**src/logic/amp_limit_pkg.sv**
```systemverilog
package amp_limit_pkg;

  // Strap decode results
  typedef enum logic [1:0] {
    MODE_OFF    = 2'h0,
    MODE_SUPPLY = 2'h1,
    MODE_LEVEL  = 2'h2
  } limit_mode_t;

  typedef enum logic [1:0] {
    GAIN_6DB    = 2'h0,
    GAIN_15P5DB = 2'h1,
    GAIN_20DB   = 2'h2
  } gain_sel_t;

  // Compressor states, Gray along idle-attack-hold-release-adjust
  typedef enum logic [2:0] {
    ST_IDLE    = 3'h0,
    ST_ATTACK  = 3'h1,
    ST_HOLD    = 3'h3,
    ST_RELEASE = 3'h2,
    ST_ADJUST  = 3'h6
  } comp_state_t;

  // Analog front end flags, one bit each
  typedef struct packed {
    logic strap_at_supply;  // limit_mode_strap tied to supply
    logic strap_at_ground;  // limit_mode_strap tied to ground
    logic gain_strap_high;
    logic gain_strap_low;
    logic supply_below_trip;
    logic swing_over_supply_limit;
    logic swing_over_rail_limit; // 90 % of boosted_rail_voltage
  } afe_flags_t;

  typedef struct packed {
    limit_mode_t mode;
    gain_sel_t   gain;
    logic [3:0]  trip_index;
    logic [4:0]  comp_half_db;
    comp_state_t state;
    logic        limiting;
    logic        amp_enable;
  } ctl_status_t;

  localparam int CLK_HZ            = 100_000_000;
  localparam int ATTACK_STEP_US    = 20;
  localparam int RELEASE_STEP_MS   = 800;
  localparam int ATTACK_CYCLES     = CLK_HZ / 1_000_000 * ATTACK_STEP_US;
  localparam int RELEASE_CYCLES    = CLK_HZ / 1000 * RELEASE_STEP_MS;
  localparam logic [4:0] COMP_MAX_HALF_DB  = 5'h0c;
  localparam logic [4:0] STEP_FULL_HALF_DB = 5'h02;
  localparam logic [4:0] STEP_HALF_HALF_DB = 5'h01;
  localparam int TRIP_ENTRIES      = 11;

  // Trip voltage per resistor index, 10 mV units, 20.0 kohm ... 82.0 kohm
  localparam logic [9:0] TRIP_10MV [TRIP_ENTRIES] = '{
    10'h172, 10'h168, 10'h163, 10'h15e, 10'h154, 10'h14a,
    10'h140, 10'h136, 10'h12c, 10'h122, 10'h118
  };

endpackage : amp_limit_pkg

```
**src/logic/amp_gain_limiter_control.sv**
```systemverilog
// Contract
// - Strap: supply disables limiting, resistor supply tracking, ground level
// - Trip voltage from eleven-entry resistor table, 3.7 V down to 2.8 V
// - Below trip voltage, compress when swing exceeds supply-derived limit
// - Attack lowers gain 1 dB per 20 us, stops under limit or at 6 dB
// - Release raises gain 0.5 dB per 800 ms while swing stays under limit
// - First attack after a release, still compressed, uses 0.5 dB steps
// - Level mode always limits at 90 % of boosted rail, same timing
// - Gain strap low 6 dB, floating 15.5 dB, high 20 dB
// - Both shutdown inputs low disable amplifier and enter low-current state
`timescale 1ns/1ps
`default_nettype none
module amp_gain_limiter_control
  import amp_limit_pkg::*;
#(
  parameter int ATTACK_CYC  = ATTACK_CYCLES,
  parameter int RELEASE_CYC = RELEASE_CYCLES
) (
  // Clock and reset
  input  wire logic        clk,
  input  wire logic        sys_rst,
  // Pins, asynchronous to clk
  input  wire afe_flags_t  afe_flags,
  input  wire logic [3:0]  trip_resistor_index,
  input  wire logic        regulator_off_n,
  input  wire logic        amplifier_off_n,
  // Results
  output ctl_status_t      status,
  output logic [4:0]       gain_reduction_half_db,
  output logic             amp_enable
);

  ////////////////////////////////////////////////////////////////////////
  // Input synchronisers

  localparam int SW = $bits(afe_flags_t) + 6;
  logic [SW-1:0] meta_q;
  logic [SW-1:0] sync_q;

  always_ff @(posedge clk or posedge sys_rst) begin
    if (sys_rst) begin
      meta_q <= '0;
      sync_q <= '0;
    end else begin
      meta_q <= {afe_flags, trip_resistor_index, regulator_off_n,
                 amplifier_off_n};
      sync_q <= meta_q;
    end
  end

  afe_flags_t flags;
  logic [3:0] trip_idx;
  logic       reg_on_n;
  logic       amp_on_n;
  assign {flags, trip_idx, reg_on_n, amp_on_n} = sync_q;

  ////////////////////////////////////////////////////////////////////////
  // Strap decode

  function automatic limit_mode_t decode_mode(input afe_flags_t f);
    if (f.strap_at_supply) begin
      decode_mode = MODE_OFF;
    end else if (f.strap_at_ground) begin
      decode_mode = MODE_LEVEL;
    end else begin
      decode_mode = MODE_SUPPLY;
    end
  endfunction : decode_mode

  function automatic gain_sel_t decode_gain(input afe_flags_t f);
    if (f.gain_strap_high) begin
      decode_gain = GAIN_20DB;
    end else if (f.gain_strap_low) begin
      decode_gain = GAIN_6DB;
    end else begin
      decode_gain = GAIN_15P5DB;
    end
  endfunction : decode_gain

  limit_mode_t mode;
  gain_sel_t   gain;
  logic        shutdown;
  logic        over_limit;
  logic        limiting;
  logic [3:0]  trip_sel;

  assign mode     = decode_mode(flags);
  assign gain     = decode_gain(flags);
  assign shutdown = !reg_on_n && !amp_on_n;
  // Out-of-table resistor clamps to the lowest trip point
  assign trip_sel = (trip_idx > 4'(TRIP_ENTRIES - 1)) ?
                    4'(TRIP_ENTRIES - 1) : trip_idx;

  always_comb begin
    limiting   = 1'b0;
    over_limit = 1'b0;
    case (mode)
      MODE_SUPPLY: begin
        limiting   = flags.supply_below_trip;
        over_limit = flags.supply_below_trip &&
                     flags.swing_over_supply_limit;
      end
      MODE_LEVEL: begin
        limiting   = 1'b1;
        over_limit = flags.swing_over_rail_limit;
      end
      default: begin
        limiting   = 1'b0;
        over_limit = 1'b0;
      end
    endcase
  end

  logic enabled;
  assign enabled = (mode != MODE_OFF) && !shutdown;

  ////////////////////////////////////////////////////////////////////////
  // Step timers

  comp_state_t state_q;
  comp_state_t state_d;
  logic [4:0]  comp_q;
  logic [4:0]  comp_d;
  logic        atk_run;
  logic        rel_run;
  logic        atk_tick;
  logic        rel_tick;
  logic        attacking;

  assign attacking = (state_q == ST_ATTACK) || (state_q == ST_ADJUST);
  assign atk_run = enabled && attacking && over_limit;
  assign rel_run = enabled && (state_q == ST_RELEASE) && !over_limit;

  step_timer #(.CYCLES(ATTACK_CYC)) u_attack_timer (
    .clk     (clk),
    .sys_rst (sys_rst),
    .run     (atk_run),
    .tick    (atk_tick)
  );

  step_timer #(.CYCLES(RELEASE_CYC)) u_release_timer (
    .clk     (clk),
    .sys_rst (sys_rst),
    .run     (rel_run),
    .tick    (rel_tick)
  );

  ////////////////////////////////////////////////////////////////////////
  // Compressor

  always_comb begin
    state_d = state_q;
    comp_d  = comp_q;
    if (!enabled) begin
      state_d = ST_IDLE;
      comp_d  = '0;
    end else begin
      case (state_q)
        ST_IDLE: begin
          if (over_limit) begin
            state_d = ST_ATTACK;
          end
        end
        ST_ATTACK, ST_ADJUST: begin
          if (!over_limit) begin
            state_d = (comp_q == '0) ? ST_IDLE : ST_RELEASE;
          end else if (comp_q >= COMP_MAX_HALF_DB) begin
            // Park at the floor so the timers stay quiet
            state_d = ST_HOLD;
          end else if (atk_tick) begin
            // Adjusting uses half steps, attack full steps
            if (state_q == ST_ADJUST) begin
              comp_d = comp_q + STEP_HALF_HALF_DB;
            end else begin
              comp_d = comp_q + STEP_FULL_HALF_DB;
            end
            if (comp_d > COMP_MAX_HALF_DB) begin
              comp_d = COMP_MAX_HALF_DB;
            end
          end
        end
        ST_HOLD: begin
          if (!over_limit) begin
            state_d = ST_RELEASE;
          end
        end
        ST_RELEASE: begin
          if (over_limit) begin
            state_d = ST_ADJUST;
          end else if (rel_tick) begin
            comp_d = comp_q - STEP_HALF_HALF_DB;
            if (comp_d == '0) begin
              state_d = ST_IDLE;
            end
          end
        end
        default: begin
          state_d = ST_IDLE;
          comp_d  = '0;
        end
      endcase
    end
  end

  always_ff @(posedge clk or posedge sys_rst) begin
    if (sys_rst) begin
      state_q <= ST_IDLE;
      comp_q  <= '0;
    end else begin
      state_q <= state_d;
      comp_q  <= comp_d;
    end
  end

  ////////////////////////////////////////////////////////////////////////
  // Outputs, registered

  ctl_status_t status_d;
  ctl_status_t status_q;
  logic        amp_en_q;

  always_comb begin
    status_d.mode         = mode;
    status_d.gain         = gain;
    status_d.trip_index   = trip_sel;
    status_d.comp_half_db = comp_d;
    status_d.state        = state_d;
    status_d.limiting     = limiting && enabled;
    status_d.amp_enable   = !shutdown;
  end

  always_ff @(posedge clk or posedge sys_rst) begin
    if (sys_rst) begin
      status_q <= '0;
      amp_en_q <= 1'b0;
    end else begin
      status_q <= status_d;
      amp_en_q <= !shutdown;
    end
  end

  assign status                 = status_q;
  assign gain_reduction_half_db = status_q.comp_half_db;
  assign amp_enable             = amp_en_q;

endmodule : amp_gain_limiter_control
`default_nettype wire

```
**src/logic/step_timer.sv**
```systemverilog
`timescale 1ns/1ps
`default_nettype none
module step_timer
  import amp_limit_pkg::*;
#(
  parameter int CYCLES = 2000
) (
  // Clock and reset
  input  wire logic clk,
  input  wire logic sys_rst,
  // Control
  input  wire logic run,
  output logic      tick
);

  localparam int CW = $clog2(CYCLES + 1);
  localparam logic [CW-1:0] LAST = CW'(CYCLES - 1);

  logic [CW-1:0] cnt_q;
  logic [CW-1:0] cnt_d;

  always_comb begin
    cnt_d = cnt_q;
    if (!run) begin
      cnt_d = '0;
    end else if (cnt_q == LAST) begin
      cnt_d = '0;
    end else begin
      cnt_d = cnt_q + CW'(1);
    end
  end

  always_ff @(posedge clk or posedge sys_rst) begin
    if (sys_rst) begin
      cnt_q <= '0;
    end else begin
      cnt_q <= cnt_d;
    end
  end

  // Restarts whenever run drops, so each step waits a full period
  assign tick = run && (cnt_q == LAST);

endmodule : step_timer
`default_nettype wire

```
**config.mk**
```make
export PLATFORM = sky130hd
export DESIGN_NAME = amp_gain_limiter_control
export DESIGN_NICKNAME = d
export VERILOG_FILES = /design/src/logic/amp_limit_pkg.sv /design/src/logic/amp_gain_limiter_control.sv /design/src/logic/step_timer.sv
export SDC_FILE = /design/constraint.sdc
export NUM_CORES = 1
export LEC_CHECK = 0
export BUFFER_PORTS_ARGS = -buffer_cell sky130_fd_sc_hd__buf_4
export CAP_MARGIN = 5
export CORE_AREA = 10 10 92 94
export DETAILED_ROUTE_END_ITERATION = 12
export DIE_AREA = 0 0 102 104
export PLACE_DENSITY = 0.86
export SYNTH_ARGS = -nofsm -noshare
export SYNTH_HDL_FRONTEND = slang
export SYNTH_HIERARCHICAL = 1
export SYNTH_SLANG_ARGS = --single-unit
```
**constraint.sdc**
```tcl
create_clock -name clk -period 8.6 [get_ports clk]
set_input_delay 1.72 -clock clk [delete_from_list [all_inputs] [get_ports clk]]
set_output_delay 1.72 -clock clk [all_outputs]
set_load 0.02 [all_outputs]
```
# Word-level counts from Yosys, hierarchy flattened
# Cells that the tools add are included.
# W data, S select, Z words.
dict set report totals {
  regBits 82
  latch_bits 0
  mem_bits_rw 0
  romBits 0
  input_bits 15
  out_inout_bits 24
  wordCells 96
  mem_count 0
}
dict set report classes {
  addsub 5
  n_mul 0
  n_div 0
  order_cmp 3
  n_eq_ne 19
  shifts 0
  n_mux 35
  n_bitwise 0
  reduce_logical 23
}
# cell count
set op_table {}
lappend op_table {{$mux W5} 13}
lappend op_table {{$mux W27} 2}
lappend op_table {{$add A27 B1 Y27 const B} 1}
lappend op_table {{$eq A27 B27 Y1 const B} 1}
lappend op_table {{$mux W3} 8}
lappend op_table {{$mux W11} 2}
lappend op_table {{$ne A3 B3 Y1 const B} 7}
lappend op_table {{$pmux W5 S3} 1}
lappend op_table {{$pmux W3 S4} 1}
lappend op_table {{$add A11 B1 Y11 const B} 1}
lappend op_table {{$eq A11 B11 Y1 const B} 1}
lappend op_table {{$logic_and A1 B1 Y1} 10}
lappend op_table {{$logic_not A5 Y1} 2}
lappend op_table {{$mux W2} 4}
lappend op_table {{$ne A4 B4 Y1 const B} 2}
lappend op_table {{$eq A3 B2 Y1 const B} 2}
lappend op_table {{$reduce_and A6 Y1} 1}
lappend op_table {{$add A5 B1 Y5 const B} 1}
lappend op_table {{$add A5 B2 Y5 const B} 1}
lappend op_table {{$ge A5 B4 Y1 const B} 1}
lappend op_table {{$gt A5 B4 Y1 const B} 1}
lappend op_table {{$reduce_and A5 Y1} 1}
lappend op_table {{$sub A5 B1 Y5 const B} 1}
lappend op_table {{$gt A4 B4 Y1 const B} 1}
lappend op_table {{other kinds (14)} 19}

# Depth between registers and ports, before layout
dict set report depth {
  depth_word 19
  mapped_depth 11
  depth_no_buf 10
}

# Modules after synthesis
# Netlist, hierarchy kept.
# module n_inst cells_per_inst area_each_um2 seq_area_each_um2
set by_module_without_submodules {}
lappend by_module_without_submodules {amp_gain_limiter_control 1 178 1989.4 1101.1}
lappend by_module_without_submodules {{step_timer at u_release_timer} 1 143 1448.9 675.6}
lappend by_module_without_submodules {{step_timer at u_attack_timer} 1 60 595.6 275.3}

# Worst setup path after synthesis
# No wires, ideal clock.
dict set report synth_timing {
  kind {register to register}
  from {reg, netlist name status[3]}
  to {reg status_q, in the netlist gain_reduction_half_db[0]}
  setup_time_ns 0.121
  arrival_time_ns 2.838
  required_ns 8.479
  slack_ns 5.641
  path_stages_with_launch 11
  n_path_buf 1
  period_less_slack_ns 2.959
  path_cell_list {dfrtp_1 -> buf_2 -> or3b_4 -> a211oi_1 -> inv_1 -> nor4_1 -> o2111ai_1 -> o311ai_1 -> or2_1 -> o22ai_1 -> a22o_1}
}
# element line
set synth_rtl {}
lappend synth_rtl {{end signal: assignment} amp_gain_limiter_control.sv:237} ;# status_q <= status_d;
lappend synth_rtl {{end: declaration} amp_gain_limiter_control.sv:219} ;# ctl_status_t status_q;

==> results.md <==
* Outcome: completed
* CP delay by family, top: compound AO/OA/AOI/OAI gates
* Core ar. at 6680 µm²
* GRT overflow at 0
* Initial detailed-routing violation count at 232
* Drt pass-1 iters at 8
* Final setup fails at 0
* RSZ-0062 raised after global routing: no
* Worst-path maximum fanout at 20
* Hold buffers post-CTS at 0
* Setup crit start kind: register
* Chip width at 102 µm
* Die Y at 104 µm
* Clk slew on worst S/H paths at 0.09 ns
* Post-detail-place hpwl at 5.94 mm
* Post-route setup TNS at 0 ns
* Max_slew headroom at 31.3%
* Worst reg2reg path startpoint: status[4]
* Max Clk Rate at 291 MHz
* Vias in the first global route at 3024
* Area growth from synthesis to layout at 11.5%
* Clk_skew at 0.0133 ns
* Yosys warnings at 6
* Worst Reg-to-Reg Cells at 9
* Yosys cell types at 70
* Worst slew pin tran at 1.03 ns
* CTS tree: built
* CP cell instances: or3b_4 -> a211oi_1 -> inv_1 -> nor4_1 -> o2111ai_1 -> o311ai_1 -> or2_1 -> o22ai_1 -> a22o_1
* Via count at 3064
* Worst hold-check path type: register to register
* Clk sink count at 82
* Sequential share of power at 53.1%
* Crit path required time at 8.84 ns
* Arr. time, crit path at 3.69 ns
* Cells after DPL at 482
* Htree depth at 3
* Io pins at 39
* Max-slew violation count at 0
* Max-cap violations at 0
* Pin count of the biggest net entering global routing at 28
* CP max stage cell: dfrtp_1
* Routed Antenna Nets at 0
* Clk_lat worst skew at 0.35 ns
* Fin crit share at 40.0%
* CP endpoint kind: register
* Ys async rst share at 100%
* Share of cells above drive strength 1 at 18.9%
* N_diodes at 0
* Final min period at 3.44 ns
* Syn Area/Cell at 10.6 µm²
* R2r setup slk at 5.16 ns
* Psw at 0.223 mW
* Rows at 30
* Hold Fails Final Rpt at 0
* Syn_nets at 405
* CP startpoint: status[4]
* First-pass GRT wire length at 14.1 mm
* Drt total wl at 8.25 mm
* Remaining DRCs at 0
* Worst hold path stage count at 0
* Initial antenna violation count at 0
* Crit Path Class: register to register
* Most used flip-flop cell after synthesis: dfrtp_1
* LEAKAGE at 1.92 nW
* Cell Int Power at 0.559 mW
* Die area at 10600 µm²
* Combinational power share at 12.8%
* Port Buf Inserts at 38
* Gates resized, CTS repair at 0
* Reg2reg end: gain_reduction_half_db[0]
* CTS root buffer: clkbuf_8
* Clock power share at 34.1%
* Final std cells w/o fill at 498
* Initial Util at 60.4%
* CP bufs+invs at 1
* Tot GR Track Use at 16.3%
* Fin nets at 437
* Power Density at 174 nW/µm²
* Routed WL per cell at 16.6 µm
* #FFs+latches synth at 82
* Switching portion of total power at 28.5%
* Vias/cell at 6.15
* Worst setup path end: gain_reduction_half_db[0]
* Total CTS buffers at 9
* Sequential share of the synthesized area at 50.9%
* Synthesized area at 4030 µm²
* Critical path's largest stage delay at 0.61 ns
* Post-Syn Instances at 381
* CP Depth at 9
* Post-CTS setup buffers at 0
* IR Drop Worst-Case VDD at 0.000156 V
* GP Congestion at 0.902
* Maximum clock path buffer count at 2
* EDFF count, synth at 0
==> area by class of cell <==
class	instances	area [µm²]
Clock inverter	6	56.3
Multi-Input combinational cell	264	1800
Fill cell	495	2180
Inverter	17	63.8
Timing Repair Buffer	39	293
Clock buffer	10	138
Sequential cell	82	2050
Tap cell	80	100
==> cells in the final DEF, fill, tap and decap left out, types with 9 or more instances in the layout <==
cell / synthesis / final
dfrtp_1: 82 / 82
nor2_1: 44 / 44
buf_4: 7 / 39
nand2_1: 23 / 23
xor2_1: 21 / 21
nand3_1: 18 / 18
inv_1: 17 / 16
a21oi_1: 14 / 14
clkbuf_8: 0 / 10
nor3_1: 9 / 9
ha_1: 9 / 9
nand4_1: 9 / 9
==> power groups by stage <==
stage | registers [mW] | logic (mW) | clock network [mW]
2_1_floorplan | 0.422 | 0.0668 | 0
6_report | 0.416 | 0.0998 | 0.267
3_5_place_dp | 0.423 | 0.0998 | 0
3_3_place_gp | 0.422 | 0.0990 | 0
5_1_grt | 0.418 | 0.111 | 0.293
4_1_cts | 0.416 | 0.100 | 0.275
==> worst register-to-register path, stage by stage (launching register included) <==
cell	delay, ns
dfrtp_1	0.61
or3b_4	0.50
a211oi_1	0.61
inv_1	0.22
nor4_1	0.51
o2111ai_1	0.21
o311ai_1	0.14
or2_1	0.20
o22ai_1	0.08
a22o_1	0.25
==> worst min-delay path by stage <==
stage | startpoint | end | slack (ns)
final | meta_q[5] | sync_q[5] | 0.35
after global routing | meta_q[6] | sync_q[6] | 0.36
after CTS | meta_q[5] | sync_q[5] | 0.36
after detailed placement | meta_q[5] | sync_q[5] | 0.33
after global placement | meta_q[9] | sync_q[9] | 0.33
after floorplan | meta_q[0] | sync_q[0] | 0.33
==> flip-flops by register name (all words and copies together) (netlist names) <==
signal                  flops
amp_enable                  1
gain_reduction_half_db      5
u_attack_timer/cnt_q       11
u_release_timer/cnt_q      27
meta_q                     13
status                     12
sync_q                     13
==> cell families (layout without fill, tap and decap cells) <==
family / after synthesis / after routing / share of synthesized area (%)
xor+xnor: 27 / 27 / 6.05
mux: 2 / 2 / 0.496
fa+ha+maj: 9 / 9 / 2.79
compound gates: 67 / 67 / 12.1
buf+inv: 35 / 72 / 4.62
flops: 82 / 82 / 50.9
simple gates: 159 / 159 / 23.1
==> synthesized netlist by cell type (all sizes together), types with 6 or more instances <==
cell | n | area share [%]
xor2 | 21 | 4.6
xnor2 | 6 | 1.5
buf | 13 | 2.6
nor3 | 11 | 1.8
nand2 | 23 | 2.1
dfrtp | 82 | 51
a21oi | 15 | 2.0
or3 | 6 | 1.0
inv | 17 | 1.6
ha | 9 | 2.8
o21ai | 10 | 1.2
nand4 | 11 | 2.2
nand3 | 18 | 2.2
nor2b | 6 | 0.93
nor2 | 44 | 4.1
==> stage by stage <==
step	worst slack (ns)	power, mW	util [%]	area [µm²]	hold WS (ns)
floorplan	5.64	0.489	-	4030	0.331
global placement	5.46	0.521	64.4	4300	0.334
detailed placement	5.25	0.523	64.4	4300	0.335
CTS	5.20	0.791	67.3	4500	0.357
global route	4.84	0.822	67.3	4500	0.362
finish	5.16	0.782	67.3	4500	0.354
==> layer usage <==
metal  share of wire (%)  track usage (%)  vias to the layer above
li1                    -                -                     1426
met1                  42             19.7                     1514
met2                  50             25.7                      111
met3                 6.8             5.85                       13
met4                 1.5             6.25                        0
met5                   0                0                        -
No activity file was read; power rests on OpenSTA's default activity.
